**src/design/cpu_bus_pkg.sv**
```systemverilog
// Package of constants and types for the processor bus and control sequencer
package cpu_bus_pkg;

  // ----------------------------------------------------------------
  // Widths and reset values
  // ----------------------------------------------------------------
  localparam int          ADDR_W     = 16;
  localparam int          DATA_W     = 8;
  localparam logic [15:0] PC_RESET   = 16'h0000;
  localparam int          RESET_MIN_CLOCKS = 3;

  // ----------------------------------------------------------------
  // Status word bit positions
  // ----------------------------------------------------------------
  localparam int ST_INTA  = 0;
  localparam int ST_WO_N  = 1;
  localparam int ST_STACK = 2;
  localparam int ST_HALT  = 3;
  localparam int ST_OUT   = 4;
  localparam int ST_FETCH = 5;
  localparam int ST_INP   = 6;
  localparam int ST_MEMR  = 7;

  // Bus states, Gray coded along first, second, third, wait, hold, halt
  typedef enum logic [2:0] {
    first_bus_state  = 3'b000,
    second_bus_state = 3'b001,
    third_bus_state  = 3'b011,
    wait_bus_state   = 3'b010,
    hold_state       = 3'b110,
    halt_state       = 3'b111
  } bus_state_t;

  // Machine cycle kinds requested by the core
  typedef enum logic [2:0] {
    cyc_fetch = 3'b000,
    cyc_mem_read = 3'b001,
    cyc_mem_write = 3'b011,
    cyc_in = 3'b010,
    cyc_out = 3'b110,
    cyc_inta = 3'b111,
    cyc_halt = 3'b101,
    cyc_stack_write = 3'b100
  } cycle_kind_t;

  // A machine-cycle request from the core
  typedef struct packed {
    cycle_kind_t      kind;
    logic [15:0]      addr;
    logic [7:0]       wdata;
    logic             last;      // Final cycle of the instruction
  } cycle_req_t;

  // Instruction-level effects reported by the core
  typedef struct packed {
    logic enable_irq_op;
    logic mask_irq_op;
    logic instr_done;
  } op_event_t;

endpackage

```
**src/design/cpu_bus_control.sv**
```systemverilog
// Machine-cycle bus sequencer: address, status, strobes, wait, hold, interrupt
`timescale 1ns/1ns
module cpu_bus_control #(
  parameter int ADDR_W = 16,
  parameter int DATA_W = 8
) (
  input  wire logic                    mclk,
  input  wire logic                    rst,
  input  wire logic                    ce,
  // Core side
  input  wire cpu_bus_pkg::cycle_req_t req,
  input  wire logic                    req_valid,
  input  wire cpu_bus_pkg::op_event_t  op_ev,
  input  wire logic                    sp_load,
  input  wire logic [15:0]             sp_value,
  input  wire logic                    sp_inc,
  input  wire logic                    sp_dec,
  output logic                         req_ready,
  output logic [DATA_W-1:0]            rdata,
  output logic                         rdata_valid,
  output logic [15:0]                  pc,
  output logic [15:0]                  sp,
  output logic                         irq_taken,
  // Pins
  input  wire logic                    ready,
  input  wire logic                    hold,
  input  wire logic                    irq,
  output logic [ADDR_W-1:0]            addr_out,
  output logic                         addr_oe_n,
  input  wire logic [DATA_W-1:0]       data_in,
  output logic [DATA_W-1:0]            data_out,
  output logic                         data_oe_n,
  output logic                         cycle_start,
  output logic                         bus_input_strobe,
  output logic                         write_n,
  output logic                         wait_out,
  output logic                         bus_grant_ack,
  output logic                         irq_enable_flag
);
  cpu_bus_pkg::bus_state_t  state;
  cpu_bus_pkg::bus_state_t  next_state;
  cpu_bus_pkg::cycle_req_t  cur;
  logic                     ready_s;
  logic                     hold_s;
  logic                     irq_s;
  logic                     take_irq;
  logic                     inta_mode;
  logic                     grant_pend;
  logic                     ie_q;
  logic [7:0]               status;
  logic                     irq_pend;
  cpu_bus_pkg::cycle_kind_t nx_kind;

  // ----------------------------------------------------------------
  // Pin synchronisers
  // ----------------------------------------------------------------
  sync3 u_ready (.mclk(mclk), .rst(rst), .ce(ce), .din(ready), .dout(ready_s));
  sync3 u_hold  (.mclk(mclk), .rst(rst), .ce(ce), .din(hold),  .dout(hold_s));
  sync3 u_irq   (.mclk(mclk), .rst(rst), .ce(ce), .din(irq),   .dout(irq_s));

  // ----------------------------------------------------------------
  // Cycle classification
  // ----------------------------------------------------------------
  wire is_write = (cur.kind == cpu_bus_pkg::cyc_mem_write) |
                  (cur.kind == cpu_bus_pkg::cyc_stack_write) |
                  (cur.kind == cpu_bus_pkg::cyc_out);
  wire is_read  = ~is_write & (cur.kind != cpu_bus_pkg::cyc_halt);
  // Only a granted bus counts as hold; the idle wait shares that state
  wire in_hold  = (state == cpu_bus_pkg::hold_state) & bus_grant_ack;
  wire halted   = (state == cpu_bus_pkg::halt_state);
  wire fetch_t1 = (state == cpu_bus_pkg::first_bus_state) & inta_mode &
                  (cur.kind == cpu_bus_pkg::cyc_inta);
  // Hold recognised only in second/wait with ready, or halted
  wire hold_ok  = hold_s & (halted |
                  (((state == cpu_bus_pkg::second_bus_state) |
                    (state == cpu_bus_pkg::wait_bus_state)) & ready_s));
  wire start_ok = req_valid & ~grant_pend & ~hold_s;

  // Status word for the cycle being launched, so it stands with cycle start
  always_comb begin
    status = 8'h00;
    status[cpu_bus_pkg::ST_INTA]  = (nx_kind == cpu_bus_pkg::cyc_inta);
    status[cpu_bus_pkg::ST_WO_N]  = ~((nx_kind == cpu_bus_pkg::cyc_mem_write) |
                                      (nx_kind == cpu_bus_pkg::cyc_stack_write) |
                                      (nx_kind == cpu_bus_pkg::cyc_out));
    status[cpu_bus_pkg::ST_STACK] = (nx_kind == cpu_bus_pkg::cyc_stack_write);
    status[cpu_bus_pkg::ST_HALT]  = (nx_kind == cpu_bus_pkg::cyc_halt);
    status[cpu_bus_pkg::ST_OUT]   = (nx_kind == cpu_bus_pkg::cyc_out);
    status[cpu_bus_pkg::ST_FETCH] = (nx_kind == cpu_bus_pkg::cyc_fetch) |
                                    (nx_kind == cpu_bus_pkg::cyc_inta);
    status[cpu_bus_pkg::ST_INP]   = (nx_kind == cpu_bus_pkg::cyc_in);
    status[cpu_bus_pkg::ST_MEMR]  = (nx_kind == cpu_bus_pkg::cyc_fetch) |
                                    (nx_kind == cpu_bus_pkg::cyc_mem_read);
  end

  // ----------------------------------------------------------------
  // Interrupt enable and acceptance
  // ----------------------------------------------------------------
  irq_gate u_irq_gate (
    .mclk            (mclk),
    .rst             (rst),
    .ce              (ce),
    .op_ev           (op_ev),
    .irq             (irq_s),
    .in_hold         (in_hold),
    .halted          (halted),
    .fetch_t1        (fetch_t1),
    .irq_enable_flag (ie_q),
    .take_irq        (take_irq)
  );

  // Acceptance happens at instruction end, often while idle, so it is
  // kept pending until the next cycle starts and becomes acknowledge
  wire accept = take_irq | irq_pend;
  assign nx_kind = (accept || (inta_mode && req.kind == cpu_bus_pkg::cyc_fetch)) ?
                   cpu_bus_pkg::cyc_inta : req.kind;

  // ----------------------------------------------------------------
  // Next bus state
  // ----------------------------------------------------------------
  always_comb begin
    next_state = state;
    case (state)
      cpu_bus_pkg::first_bus_state: begin
        next_state = cpu_bus_pkg::second_bus_state;
      end
      cpu_bus_pkg::second_bus_state, cpu_bus_pkg::wait_bus_state: begin
        if (!ready_s) begin
          next_state = cpu_bus_pkg::wait_bus_state;
        end else begin
          next_state = cpu_bus_pkg::third_bus_state;
        end
      end
      cpu_bus_pkg::third_bus_state: begin
        // Write cycles keep the bus one clock past the third state
        if (grant_pend) begin
          next_state = cpu_bus_pkg::hold_state;
        end else if (cur.kind == cpu_bus_pkg::cyc_halt) begin
          next_state = cpu_bus_pkg::halt_state;
        end else if (start_ok) begin
          next_state = cpu_bus_pkg::first_bus_state;
        end else begin
          next_state = cpu_bus_pkg::hold_state;
        end
      end
      cpu_bus_pkg::hold_state: begin
        if (!hold_s && !bus_grant_ack && start_ok) begin
          next_state = cpu_bus_pkg::first_bus_state;
        end
      end
      cpu_bus_pkg::halt_state: begin
        if (hold_s) begin
          next_state = cpu_bus_pkg::hold_state;
        end else if (take_irq) begin
          next_state = cpu_bus_pkg::first_bus_state;
        end
      end
      default: begin
        next_state = cpu_bus_pkg::first_bus_state;
      end
    endcase
  end

  // ----------------------------------------------------------------
  // State, cycle capture and program counter
  // ----------------------------------------------------------------
  always_ff @(posedge mclk or posedge rst) begin
    if (rst) begin
      state      <= cpu_bus_pkg::hold_state;
      cur        <= '0;
      pc         <= cpu_bus_pkg::PC_RESET;
      grant_pend <= 1'b0;
      inta_mode  <= 1'b0;
      irq_pend   <= 1'b0;
    end else if (ce) begin
      state <= next_state;
      // Instruction end leaves acknowledge mode; a new acceptance wins
      if (op_ev.instr_done) begin
        inta_mode <= 1'b0;
      end
      if (next_state == cpu_bus_pkg::first_bus_state) begin
        cur      <= req;
        cur.kind <= nx_kind;
        irq_pend <= 1'b0;
        if (accept) begin
          inta_mode <= 1'b1;
        end else if (req.kind == cpu_bus_pkg::cyc_fetch && !inta_mode) begin
          pc <= req.addr + 16'h0001;
        end
      end else if (take_irq) begin
        irq_pend <= 1'b1;
      end
      if (hold_ok) begin
        grant_pend <= 1'b1;
      end else if (!hold_s) begin
        grant_pend <= 1'b0;
      end
    end
  end

  // Stack pointer, untouched by reset
  always_ff @(posedge mclk) begin
    if (ce) begin
      if (sp_load) begin
        sp <= sp_value;
      end else if (sp_inc) begin
        sp <= sp + 16'h0001;
      end else if (sp_dec) begin
        sp <= sp - 16'h0001;
      end
    end
  end

  // ----------------------------------------------------------------
  // Pin outputs, all registered, decoded from the next state or the current one
  // ----------------------------------------------------------------
  wire nx_t1   = (next_state == cpu_bus_pkg::first_bus_state);
  wire nx_t2w  = (next_state == cpu_bus_pkg::second_bus_state) |
                 (next_state == cpu_bus_pkg::wait_bus_state);
  wire nx_t3   = (next_state == cpu_bus_pkg::third_bus_state);
  wire nx_hold = (next_state == cpu_bus_pkg::hold_state);
  // Read grant rises with the third state, write grant a clock later
  wire grant_now = (grant_pend | hold_ok) &
                   ((nx_t3 & is_read) | (state == cpu_bus_pkg::third_bus_state) |
                    nx_hold | halted);

  always_ff @(posedge mclk or posedge rst) begin
    if (rst) begin
      addr_out         <= '0;
      addr_oe_n        <= 1'b1;
      data_out         <= '0;
      data_oe_n        <= 1'b1;
      cycle_start      <= 1'b0;
      bus_input_strobe <= 1'b0;
      write_n          <= 1'b1;
      wait_out         <= 1'b0;
      bus_grant_ack    <= 1'b0;
      irq_enable_flag  <= 1'b0;
      rdata            <= '0;
      rdata_valid      <= 1'b0;
      req_ready        <= 1'b0;
      irq_taken        <= 1'b0;
    end else if (ce) begin
      irq_enable_flag <= ie_q;
      cycle_start     <= nx_t1;
      req_ready       <= nx_t1;
      irq_taken       <= nx_t1 & accept;
      wait_out        <= (next_state == cpu_bus_pkg::wait_bus_state);
      bus_grant_ack   <= grant_now & hold_s;
      if (nx_t1) begin
        addr_out  <= (req.kind == cpu_bus_pkg::cyc_in || req.kind == cpu_bus_pkg::cyc_out) ?
                     {req.addr[7:0], req.addr[7:0]} : req.addr;
        addr_oe_n <= 1'b0;
        data_out  <= status;
        data_oe_n <= 1'b0;
      end else if (state == cpu_bus_pkg::first_bus_state) begin
        data_out  <= status;
        data_oe_n <= 1'b0;
      end
      if (nx_t2w || (nx_t3 && is_write)) begin
        data_out  <= cur.wdata;
        data_oe_n <= ~is_write;
      end
      bus_input_strobe <= (nx_t2w | nx_t3) & is_read;
      write_n          <= ~((next_state == cpu_bus_pkg::wait_bus_state | nx_t3) & is_write);
      if (state == cpu_bus_pkg::third_bus_state && is_read) begin
        rdata <= data_in;
      end
      rdata_valid <= (state == cpu_bus_pkg::third_bus_state) & is_read;
      // Buses float the clock after the grant rises
      if (bus_grant_ack) begin
        addr_oe_n <= 1'b1;
        data_oe_n <= 1'b1;
      end
    end
  end
endmodule // cpu_bus_control

```
**src/design/sync3.sv**
```systemverilog
// Three-stage input synchroniser that accepts a change once stages agree
`timescale 1ns/1ns
module sync3 (
  input  wire logic mclk,
  input  wire logic rst,
  input  wire logic ce,
  input  wire logic din,
  output logic      dout
);
  logic s1;
  logic s2;
  logic s3;

  // ----------------------------------------------------------------
  // Capture chain; s1 feeds only s2 to keep metastability contained
  // ----------------------------------------------------------------
  always_ff @(posedge mclk or posedge rst) begin
    if (rst) begin
      s1   <= 1'b0;
      s2   <= 1'b0;
      s3   <= 1'b0;
      dout <= 1'b0;
    end else if (ce) begin
      s1 <= din;
      s2 <= s1;
      s3 <= s2;
      if (s2 == s3) begin
        dout <= s3;
      end
    end
  end
endmodule // sync3

```
**src/design/irq_gate.sv**
```systemverilog
// Interrupt enable flag with delayed arming and acceptance decision
`timescale 1ns/1ns
module irq_gate (
  input  wire logic                   mclk,
  input  wire logic                   rst,
  input  wire logic                   ce,
  input  wire cpu_bus_pkg::op_event_t op_ev,
  input  wire logic                   irq,
  input  wire logic                   in_hold,
  input  wire logic                   halted,
  input  wire logic                   fetch_t1,
  output logic                        irq_enable_flag,
  output logic                        take_irq
);
  logic armed;
  logic pending_arm;
  wire  sample_point = op_ev.instr_done | halted;

  // Acceptance: enabled, armed, not held
  assign take_irq = irq & irq_enable_flag & armed & ~in_hold & sample_point;

  // ----------------------------------------------------------------
  // Enable flag; arming waits one more instruction end so a return
  // placed right after the enable completes first
  // ----------------------------------------------------------------
  always_ff @(posedge mclk or posedge rst) begin
    if (rst) begin
      irq_enable_flag <= 1'b0;
      armed           <= 1'b0;
      pending_arm     <= 1'b0;
    end else if (ce) begin
      if (op_ev.enable_irq_op) begin
        irq_enable_flag <= 1'b1;
        armed           <= 1'b0;
        pending_arm     <= 1'b1;
      end else if (op_ev.mask_irq_op) begin
        irq_enable_flag <= 1'b0;
        pending_arm     <= 1'b0;
      end else if (fetch_t1) begin
        irq_enable_flag <= 1'b0;
      end else if (op_ev.instr_done && pending_arm) begin
        pending_arm <= 1'b0;
        armed       <= 1'b1;
      end
    end
  end
endmodule // irq_gate

```
**config.mk**
```make
export PLATFORM = sky130hd
export DESIGN_NAME = cpu_bus_control
export DESIGN_NICKNAME = d
export VERILOG_FILES = /design/src/design/cpu_bus_pkg.sv /design/src/design/cpu_bus_control.sv /design/src/design/sync3.sv /design/src/design/irq_gate.sv
export SDC_FILE = /design/constraint.sdc
export NUM_CORES = 1
export LEC_CHECK = 0
export ABC_AREA = 1
export BUFFER_PORTS_ARGS = -buffer_cell sky130_fd_sc_hd__buf_2
export CORE_AREA = 2 2 115 117
export DETAILED_ROUTE_END_ITERATION = 12
export DIE_AREA = 0 0 117 119
export HOLD_SLACK_MARGIN = 0.15
export PLACE_DENSITY = 0.7
export SYNTH_ARGS = -nofsm -noshare
export SYNTH_HDL_FRONTEND = slang
export SYNTH_SLANG_ARGS = --single-unit
```
**constraint.sdc**
```tcl
create_clock -name mclk -period 6.6 [get_ports mclk]
set_input_delay 0.66 -clock mclk [delete_from_list [all_inputs] [get_ports mclk]]
set_output_delay 0.66 -clock mclk [all_outputs]
set_load 0.02 [all_outputs]
```
Yosys cells after proc, flatten, opt, wreduce, memory -nomap -nowiden
Cells that the tools add are included.
{"block": "word_totals", "inputBits": 65, "output_inout_bits": 75, "regBits": 106}
{"block": "op_classes", "n_reduce_logical": 41, "muxes": 40, "n_addsub": 3, "n_bitwise": 43, "n_eq_ne": 31}
{"operator": "16-bit 2-to-1 mux", "n": 4}
{"operator": "3-bit == test (second input constant)", "n": 12}
{"operator": "16-bit by 1-bit adder with 16-bit output (second input constant)", "n": 2}
{"operator": "1-bit 2-to-1 mux", "n": 25}
{"operator": "3-bit by 2-bit == test with 1-bit output (second input constant)", "n": 8}
{"operator": "8-bit 2-to-1 mux", "n": 3}
{"operator": "2-bit AND reduction", "n": 12}
{"operator": "3-bit 2-to-1 mux", "n": 7}
{"operator": "1-bit bitwise AND", "n": 19}
{"operator": "1-bit OR", "n": 17}
{"operator": "16-bit by 1-bit subtractor with 16-bit output (second input constant)", "n": 1}
{"operator": "3-bit case mux with 5 select lines", "n": 1}
{"operator": "3-bit zero test", "n": 4}
{"operator": "3-bit nonzero test", "n": 4}
{"operator": "3-bit by 1-bit == test with 1-bit output (second input constant)", "n": 3}
{"operator": "4-bit AND reduction", "n": 2}
{"operator": "1-bit logical AND", "n": 7}
{"operator": "1-bit inverter", "n": 7}
{"operator": "3-bit inequality test (second input constant)", "n": 2}
{"operator": "2-bit nonzero test", "n": 3}
{"operator": "2-bit inequality test (second input constant)", "n": 2}
{"operator": "4-bit nonzero test", "n": 1}
{"operator": "1-bit == test", "n": 3}
{"operator": "1-bit zero test", "n": 3}
{"operator": "other kinds (4)", "n": 6}

Longest topological paths before layout
Gate-level depths: netlist of the first run.
{"block": "depth", "word_depth": 15, "mapped_depth": 13, "ltp_nobuf": 13}

Cells and area by module
From an unflattened synthesis of the first run, not the netlist that was laid out.
{"block": "unflattened", "cells_unflattened": 757, "area_unflattened_um2": 5876.9}
{"mod": "cpu_bus_control", "n_inst": 1, "area_each_um2": 5185.0, "cells_per_inst": 667}
{"mod": "sync3", "n_inst": 3, "area_each_um2": 167.7, "cells_per_inst": 21}
{"mod": "irq_gate", "n_inst": 1, "area_each_um2": 188.9, "cells_per_inst": 27}

Worst setup path after synthesis of the first run
No wires, ideal clock.
{"block": "synth_timing", "kind": "input to register", "startpoint": "input port sp_inc", "endpoint": "register sp[9] (data pin)", "arrival_ps": 2204, "setup_ps": 254, "stages": 11, "t_required_ps": 6346, "setup_slack_ps": 4142, "path_buffers": 0, "path_cell_list": "inv_1 ha_1 nand2_1 nand3_1 nand2_1 nand3_1 nand3_1 nand2_1 or2_2 nand3_1 nand2_1"}
{"block": "synth_via", "elab_chain_cells": 2}
{"item": "from (decl)", "line": "cpu_bus_control.sv:16", "source": "input wire logic sp_inc,"}
{"item": "16-bit 2-to-1 mux", "line": "cpu_bus_control.sv:206", "source": "end else if (sp_inc) begin"}
{"item": "16-bit 2-to-1 mux", "line": "cpu_bus_control.sv:204", "source": "if (sp_load) begin"}
{"item": "to (signal assigned)", "line": "cpu_bus_control.sv:205", "source": "sp <= sp_value;"}
{"item": "to (signal assigned)", "line": "cpu_bus_control.sv:207", "source": "sp <= sp + 16'h0001;"}
{"item": "to (signal assigned)", "line": "cpu_bus_control.sv:209", "source": "sp <= sp - 16'h0001;"}
{"item": "to (decl)", "line": "cpu_bus_control.sv:22", "source": "output logic [15:0] sp,"}
No other way between the ends.
A chain may end at the register's enable or synchronous reset.

Final worst setup path of the first run
{"block": "layout_timing", "startpoint": "register state[1]", "endpoint": "register irq_taken"}
{"block": "layout_via", "elab_chain_cells": 10}
{"item": "from (decl)", "line": "cpu_bus_control.sv:40", "source": "cpu_bus_pkg::bus_state_t state;"}
{"item": "from (signal assigned)", "line": "cpu_bus_control.sv:169", "source": "state <= cpu_bus_pkg::hold_state;"}
{"item": "from (signal assigned)", "line": "cpu_bus_control.sv:176", "source": "state <= next_state;"}
{"item": "3-bit == test", "line": "cpu_bus_control.sv:69, cpu_bus_control.sv:123"}
{"item": "1-bit bitwise AND", "line": "cpu_bus_control.sv:69", "source": "wire in_hold = (state == cpu_bus_pkg::hold_state) & bus_grant_ack;"}
{"item": "1-bit inverter", "line": "irq_gate.sv:20", "source": "assign take_irq = irq & irq_enable_flag & armed & ~in_hold & sample_point;"}
{"item": "1-bit bitwise AND (2 in series)", "line": "irq_gate.sv:20"}
{"item": "3-bit 2-to-1 mux", "line": "cpu_bus_control.sv:154", "source": "end else if (take_irq) begin"}
{"item": "3-bit 2-to-1 mux", "line": "cpu_bus_control.sv:152", "source": "if (hold_s) begin"}
{"item": "3-bit case mux with 5 select lines", "line": "cpu_bus_control.sv:123", "source": "case (state)"}
{"item": "3-bit zero test", "line": "cpu_bus_control.sv:217", "source": "wire nx_t1 = (next_state == cpu_bus_pkg::first_bus_state);"}
{"item": "1-bit bitwise AND *", "line": "cpu_bus_control.sv:247", "source": "irq_taken <= nx_t1 & accept;"}
{"item": "to (signal assigned)", "line": "cpu_bus_control.sv:247"}
{"item": "to (decl)", "line": "cpu_bus_control.sv:23", "source": "output logic irq_taken,"}
Mark *: on every way between the ends. The rest lies on a longest branch, timed or not.

==> results_dict.tcl, run 1 <==
set metrics [dict create \
    run_status "finished clean" \
    post_cts_resized 0 \
    finalHoldViolations 0 \
    slowest_delay_ns 0.60 \
    route.antenna.remaining_nets 0 \
    layout.cells.most_common_list "sky130_fd_sc_hd__nand2_1, sky130_fd_sc_hd__buf_2, sky130_fd_sc_hd__dfrtp_1" \
    grt-ovfl-total 0 \
    route.vias.total 5076 \
    maxCapViolations 0 \
    die-height_um 119 \
    mostFrequentLayoutCell "sky130_fd_sc_hd__nand2_1" \
    die_w_um 117 \
    rr_startpoint "state[1]" \
    clock_latency_ns 0.35 \
    route.detailed.wl_per_inst_um 13.3 \
    numCtsBuffers 9 \
    worst-setup-path-type "reg -> reg" \
    flow.area_growth_from_synthesis_pct 19.9 \
    fmax_mhz 369 \
    timing.critical_path.from_type "register" \
    vdd_ir_drop_max_mv 0.225 \
    timing.slew.headroom_pct 49.6 \
    first_global_vias 4787 \
    hold_class "in -> async" \
    pre_cts_slack_ns 3.65 \
    detailed_place_hpwl_mm 10.1 \
    fraction_of_final_layout_cells_with_drive_strength_greater_than_1_pct 22.9 \
    clock_transition_at_path_regs_ns 0.07 \
    ys_ff_latch 106 \
    tns_setup_ns 0 \
    tritoncts_num_sinks 106 \
    share_clk_of_total_power_pct 21.4 \
    drt_iter0_drc 401 \
    fin_crit_sh_pct 41.1 \
    count_of_non_filler_cells_in_the_finished_layout 1036 \
    postCtsHoldBufs 0 \
    timing.critical_path.from "state[1]" \
    grt_first_pass_wirelength_mm 22.9 \
    syn_inst 722 \
    final_nets 936 \
    start_util_pct 44.5 \
    worst-slew-pin-transition_ns 0.753 \
    clock_tree.buffer_depth 2 \
    dp.cells 1020 \
    grt_antenna_before_repair 0 \
    cellPowerDensity_nw_per_um2 371 \
    avgSynthCellArea_um2 7.93 \
    syn-cell-area_um2 5720 \
    layout_min_cycle_time_ns 2.71 \
    max_h_tree_level 3 \
    insertedDiodeCount 0 \
    setup-violations-final 0 \
    ys_dominant_reg_cell "sky130_fd_sc_hd__dfrtp_1" \
    gr-usage-all-layers_pct 20.7 \
    cts_root_cell "sky130_fd_sc_hd__clkbuf_16" \
    synthDistinctLibCells 38 \
    viasPerCell 4.90 \
    finalWorstSetupSlack_ns 3.89 \
    cp.arrival_ns 3.00 \
    p_switching_w 0.00104 \
    place_congestion 0.900 \
    route.met3.wl_um 764 \
    postRouteWirelength_mm 13.8 \
    worstPathRequired_ns 6.88 \
    floorplan.rows 42 \
    synth_nets 803 \
    routed_met1_length_mm 6.68 \
    synth_async_sr_flop_share_pct 84.9 \
    timing.critical_path.max_delay_family "simple AND/OR/NAND/NOR gates" \
    finalClockSkew_ns 0.00803 \
    power_frac_seq_pct 39.3 \
    met2_wirelength_mm 6.14 \
    number_of_enable_type_register_cells_in_the_synthesized_netlist 16 \
    timing.final.max_slew_violations 0 \
    critPathSlowestCell "sky130_fd_sc_hd__dfstp_2" \
    cell_internal_pwr_w 0.00151 \
    path_buf_inv 1 \
    endpoint_kind "register" \
    maxUsedRoutingLayer "met4" \
    leakagePower_nw 3.66 \
    largest_net_degree_at_the_start_of_global_routing 61 \
    io_buffers 138 \
    switching_share_pct 40.7 \
    cts_tree "built" \
    comb_power_share_pct 39.3 \
    drc 0 \
    dieArea_um2 13900 \
    first_pass_iters 5 \
    design.core.area_um2 12900 \
    critical_path.cell_chain "nand2_1 > nand2_1 > nor2_2 > nand2_2 > nand3_1 > nor2_4 > nand4_4 > inv_2 > nand2_1 > nand2_1" \
    num_io_pins 140 \
    worst-path-max-fanout 46 \
    post_cts.repair.setup_buffers 0 \
    crit_path_frequent_cell "sky130_fd_sc_hd__nand2_1" \
    yosysWarningCount 0 \
    sequential_element_share_of_the_synthesized_area_pct 47.8 \
    total_power_w 0.00255 \
    grt_setup_unrepaired "no" \
]
## kinds of logic after synthesis
kind of cell / synth area share, %
flops: 47.8
xor+xnor: 2.30
fa+ha+maj: 3.63
simple gates: 29.3
buf+inv: 5.49
mux: 1.57
compound gates: 9.86
## per-stage QoR
stage	area, um^2	hold WS (ns)	util [%]
after floorplan	5720	0.442	-
after global placement	6560	0.456	51.0
after detailed placement	6560	0.460	51.0
after CTS	6860	0.331	53.3
after global routing	6860	0.374	53.3
final	6860	0.331	53.3
## cells in the mapped netlist, types with 2 or more instances
master	number	area, um^2
sky130_fd_sc_hd__nor3_1	6	30.0
sky130_fd_sc_hd__buf_6	2	22.5
sky130_fd_sc_hd__nand2_1	262	983
sky130_fd_sc_hd__o21a_1	2	15.0
sky130_fd_sc_hd__dfrtp_1	85	2130
sky130_fd_sc_hd__xnor2_1	3	26.3
sky130_fd_sc_hd__mux2_2	8	90.1
sky130_fd_sc_hd__inv_2	2	7.51
sky130_fd_sc_hd__xor2_1	12	105
sky130_fd_sc_hd__o21ai_2	6	52.6
sky130_fd_sc_hd__nand4_1	7	43.8
sky130_fd_sc_hd__inv_1	54	203
sky130_fd_sc_hd__dfstp_2	5	131
sky130_fd_sc_hd__nand3_2	2	20.0
sky130_fd_sc_hd__edfxtp_1	16	480
sky130_fd_sc_hd__o21ai_0	44	220
sky130_fd_sc_hd__a31oi_1	3	18.8
sky130_fd_sc_hd__or2_2	6	37.5
sky130_fd_sc_hd__nand2_2	5	31.3
sky130_fd_sc_hd__a21o_1	2	15.0
sky130_fd_sc_hd__o31ai_1	2	15.0
sky130_fd_sc_hd__o21bai_1	2	15.0
sky130_fd_sc_hd__nor2_2	2	12.5
sky130_fd_sc_hd__buf_2	8	40.0
sky130_fd_sc_hd__nand3b_1	2	15.0
sky130_fd_sc_hd__ha_1	15	188
sky130_fd_sc_hd__clkbuf_1	9	33.8
sky130_fd_sc_hd__nor2_1	44	165
sky130_fd_sc_hd__nand3_1	60	300
sky130_fd_sc_hd__o21ai_1	19	95.1
sky130_fd_sc_hd__a21oi_1	20	100
## final timing paths
path | endpoint | slack (ns) | cells past startpoint
worst max-delay path | irq_taken | 3.89 | 10
worst min-delay path | data_out[4] | 0.33 | 2
worst max register to register | irq_taken | 3.89 | 10
worst min register to register | addr_oe_n | 0.47 | 2
max in group asynchronous | pc[0] | 5.13 | 3
min in group mclk | addr_oe_n | 0.47 | 2
## flip-flops by register name (all words and copies together) (netlist names), 3 cells and up
register and cells:
addr_out 16, state 3, rdata 8, cur 11, data_out 8, sp 16, pc 16
## area by class of cell
cell class | instances | area (um^2)
Clock buffer | 9 | 225
Clock inverter | 7 | 75.1
Fill cell | 1245 | 6010
Inverter | 56 | 211
Multi-Input combinational cell | 540 | 2670
Sequential cell | 106 | 2740
Tap cell | 176 | 220
Timing Repair Buffer | 142 | 721
## routing by layer
| layer | vias to the layer above | GRT usage (%) |
|---|---|---|
| met4 | 0 | 6.32 |
| li1 | 2627 | - |
| met2 | 135 | 30.8 |
| met3 | 13 | 4.53 |
| met5 | - | 0 |
| met1 | 2301 | 30.1 |
## power by group through the flow
stage	clock network [W]	logic (W)	registers [W]
floorplan	0	0.000537	0.00118
global placement	0	0.000990	0.00101
detailed placement	0	0.00100	0.00101
CTS	0.000562	0.00101	0.00100
global route	0.000582	0.00112	0.00103
finish	0.000545	0.00100	0.00100
Power figures use the tool's default switching activity.
==> run 2, diff against run 1 <==
--- a/config.mk
+++ b/config.mk
@@ -11,7 +11,7 @@
 export DETAILED_ROUTE_END_ITERATION = 12
 export DIE_AREA = 0 0 117 119
 export HOLD_SLACK_MARGIN = 0.15
-export PLACE_DENSITY = 0.7
+export PLACE_DENSITY = 0.73
 export SYNTH_ARGS = -nofsm -noshare
 export SYNTH_HDL_FRONTEND = slang
 export SYNTH_SLANG_ARGS = --single-unit
==> constraint.sdc (replaced) <==
create_clock -name mclk -period 2.45 [get_ports mclk]
set_input_delay 0.245 -clock mclk [delete_from_list [all_inputs] [get_ports mclk]]
set_output_delay 0.245 -clock mclk [all_outputs]
set_load 0.02 [all_outputs]
==> run 2 against run 1 <==
Net effect:
- total power rose to 2.7 times the previous value
- global-route usage is essentially flat
- maximum frequency up 25%
- sequential cell count is the same
- utilization up 1.8 points
- first-iteration DRC count is 38% lower
- critical path depth unchanged
- combinational power grew to 2.8 times the previous value
- die area stayed put
- clock-buffer cell count rose by 3
- critical endpoint is now data_oe_n
- largest cell class unchanged
==> results_dict.tcl, run 2 (synthesis results as in run 1) <==
set metrics [dict create \
    run_status "finished clean" \
    drt_iter0_drc 250 \
    route.vias.total 5187 \
    grt-ovfl-total 0 \
    fin_util_pct 55.1 \
    finalHoldViolations 0 \
    min_from "sp_value[3]" \
    tns_setup_ns 0 \
    worst-setup-path-type "reg -> reg" \
    layout_top_registers "addr_out x16, pc x16, sp x16" \
    insertedDiodeCount 0 \
    numCtsBuffers 9 \
    place_congestion 0.941 \
    route.detailed.wl_per_inst_um 13.2 \
    drc 0 \
    worst-slew-pin-transition_ns 0.724 \
    first_pass_iters 4 \
    route.antenna.remaining_nets 0 \
    cp.arrival_ns 2.45 \
    grt_antenna_before_repair 0 \
    clock_latency_ns 0.35 \
    timing.slew.headroom_pct 51.7 \
    total_power_w 0.00682 \
    cts_tree "built" \
    flow.area_growth_from_synthesis_pct 24.0 \
    gr-usage-all-layers_pct 20.7 \
    leakagePower_nw 3.76 \
    fin_crit_sh_pct 88.7 \
    endpoint_kind "register" \
    num-fill-cells 1256 \
    vdd_ir_drop_max_mv 0.643 \
    fraction_of_final_layout_cells_with_drive_strength_greater_than_1_pct 22.6 \
    hold-path-cell-count 3 \
    layout_min_cycle_time_ns 2.17 \
    cts_root_cell "sky130_fd_sc_hd__clkbuf_16" \
    post_cts_resized 0 \
    largest_net_degree_at_the_start_of_global_routing 40 \
    dieArea_um2 13900 \
    floorplan.rows 42 \
    viasPerCell 4.88 \
    first_global_vias 4861 \
    die_w_um 117 \
    grt_first_pass_wirelength_mm 22.8 \
    design.core.area_um2 12900 \
    clock_tree.buffer_depth 2 \
    layout.cells.most_common_list "sky130_fd_sc_hd__nand2_1, sky130_fd_sc_hd__buf_2, sky130_fd_sc_hd__dfrtp_1" \
    hold_class "in -> reg" \
    rrSetupSlack_ns 0.28 \
    max_h_tree_level 3 \
    worst_r2r_endpoint "data_oe_n" \
    detailed_place_hpwl_mm 10.2 \
    worstPathRequired_ns 2.73 \
    die-height_um 119 \
    clock_transition_at_path_regs_ns 0.07 \
    setup-violations-final 0 \
    postRouteWirelength_mm 14.1 \
    io_buffers 138 \
    finalClockSkew_ns 0.00828 \
    num_io_pins 140 \
    rr_worst_depth 10 \
    maxCapViolations 0 \
    final_nets 962 \
    cellPowerDensity_nw_per_um2 961 \
    mostFrequentLayoutCell "sky130_fd_sc_hd__nand2_1" \
    start_util_pct 44.5 \
    timing.critical_path.from_type "register" \
    worst-path-max-fanout 14 \
    timing.final.max_slew_violations 0 \
    rr_startpoint "state[1]" \
    grt_setup_unrepaired "no" \
    timing.hold.worst_endpoint "sp[3]" \
    fmax_mhz 460 \
    tritoncts_num_sinks 106 \
]
run 2: area by class of cell:
class | count | area, um^2 | share of cell area (%)
Tap cell | 176 | 220 | 3.10
Timing Repair Buffer | 168 | 981 | 13.8
Clock buffer | 12 | 246 | 3.47
Sequential cell | 106 | 2740 | 38.6
Inverter | 56 | 214 | 3.01
Clock inverter | 4 | 25.0 | 0.353
Multi-Input combinational cell | 540 | 2670 | 37.6
run 2: metrics by stage:
step / hold WS (ns) / setup slack [ns] / area, um^2 / std cells
6_report: 0.164 / 0.277 / 7100 / 1062
5_1_grt: 0.166 / 0.0910 / 7100 / 1062
4_1_cts: 0.151 / 0.285 / 7100 / 1062
3_5_place_dp: 0.402 / 0.0529 / 6620 / 1025
3_3_place_gp: 0.390 / 0.0782 / 6620 / 1025
2_1_floorplan: 0.327 / 0.407 / 5730 / 722
run 2: worst max path at each step:
| stage | from | to | slack (ns) | depth (start not counted) |
|---|---|---|---|---|
| 2_1_floorplan | sp_inc | sp[9] | 0.41 | 11 |
| 3_3_place_gp | sp_inc | sp[9] | 0.08 | 12 |
| 3_5_place_dp | sp_inc | sp[9] | 0.05 | 12 |
| 4_1_cts | state[1] | irq_taken | 0.28 | 10 |
| 5_1_grt | state[1] | data_oe_n | 0.09 | 12 |
| 6_report | state[1] | data_oe_n | 0.28 | 10 |
run 2: critical path: stages, from the launching register on:
cell,delay [ns]
sky130_fd_sc_hd__dfstp_2,0.60
sky130_fd_sc_hd__nand3_2,0.13
sky130_fd_sc_hd__nand2_1,0.12
sky130_fd_sc_hd__nand3_2,0.14
sky130_fd_sc_hd__nand2_2,0.12
sky130_fd_sc_hd__nand3_1,0.15
sky130_fd_sc_hd__nand2_2,0.25
sky130_fd_sc_hd__nand2_2,0.19
sky130_fd_sc_hd__nand2_2,0.23
sky130_fd_sc_hd__nand2_1,0.07
sky130_fd_sc_hd__o21ai_1,0.09
run 2: power breakdown:
part | total [W] | internal [W] | switching, W | leakage [nW]
Combinational | 0.00276 | 0.000938 | 0.00182 | 2.33
Clock | 0.00137 | 0.000720 | 0.000653 | 0.137
Sequential | 0.00269 | 0.00237 | 0.000319 | 1.29
run 2: what timing repair did:
| item | CTS | global route |
|---|---|---|
| hold buffers | 21 | 0 |
| hold endpoints to repair | 49 | 0 |
| buffers inserted | 0 | 0 |
run 2: per-layer routing:
| layer | GRT usage [%] | share of wire [%] | vias to the layer above |
|---|---|---|---|
| li1 | - | - | 2681 |
| met5 | 0 | 0 | - |
| met2 | 32.2 | 46 | 143 |
| met3 | 3.97 | 4.8 | 21 |
| met1 | 28.3 | 47 | 2342 |
| met4 | 8.16 | 2.3 | 0 |
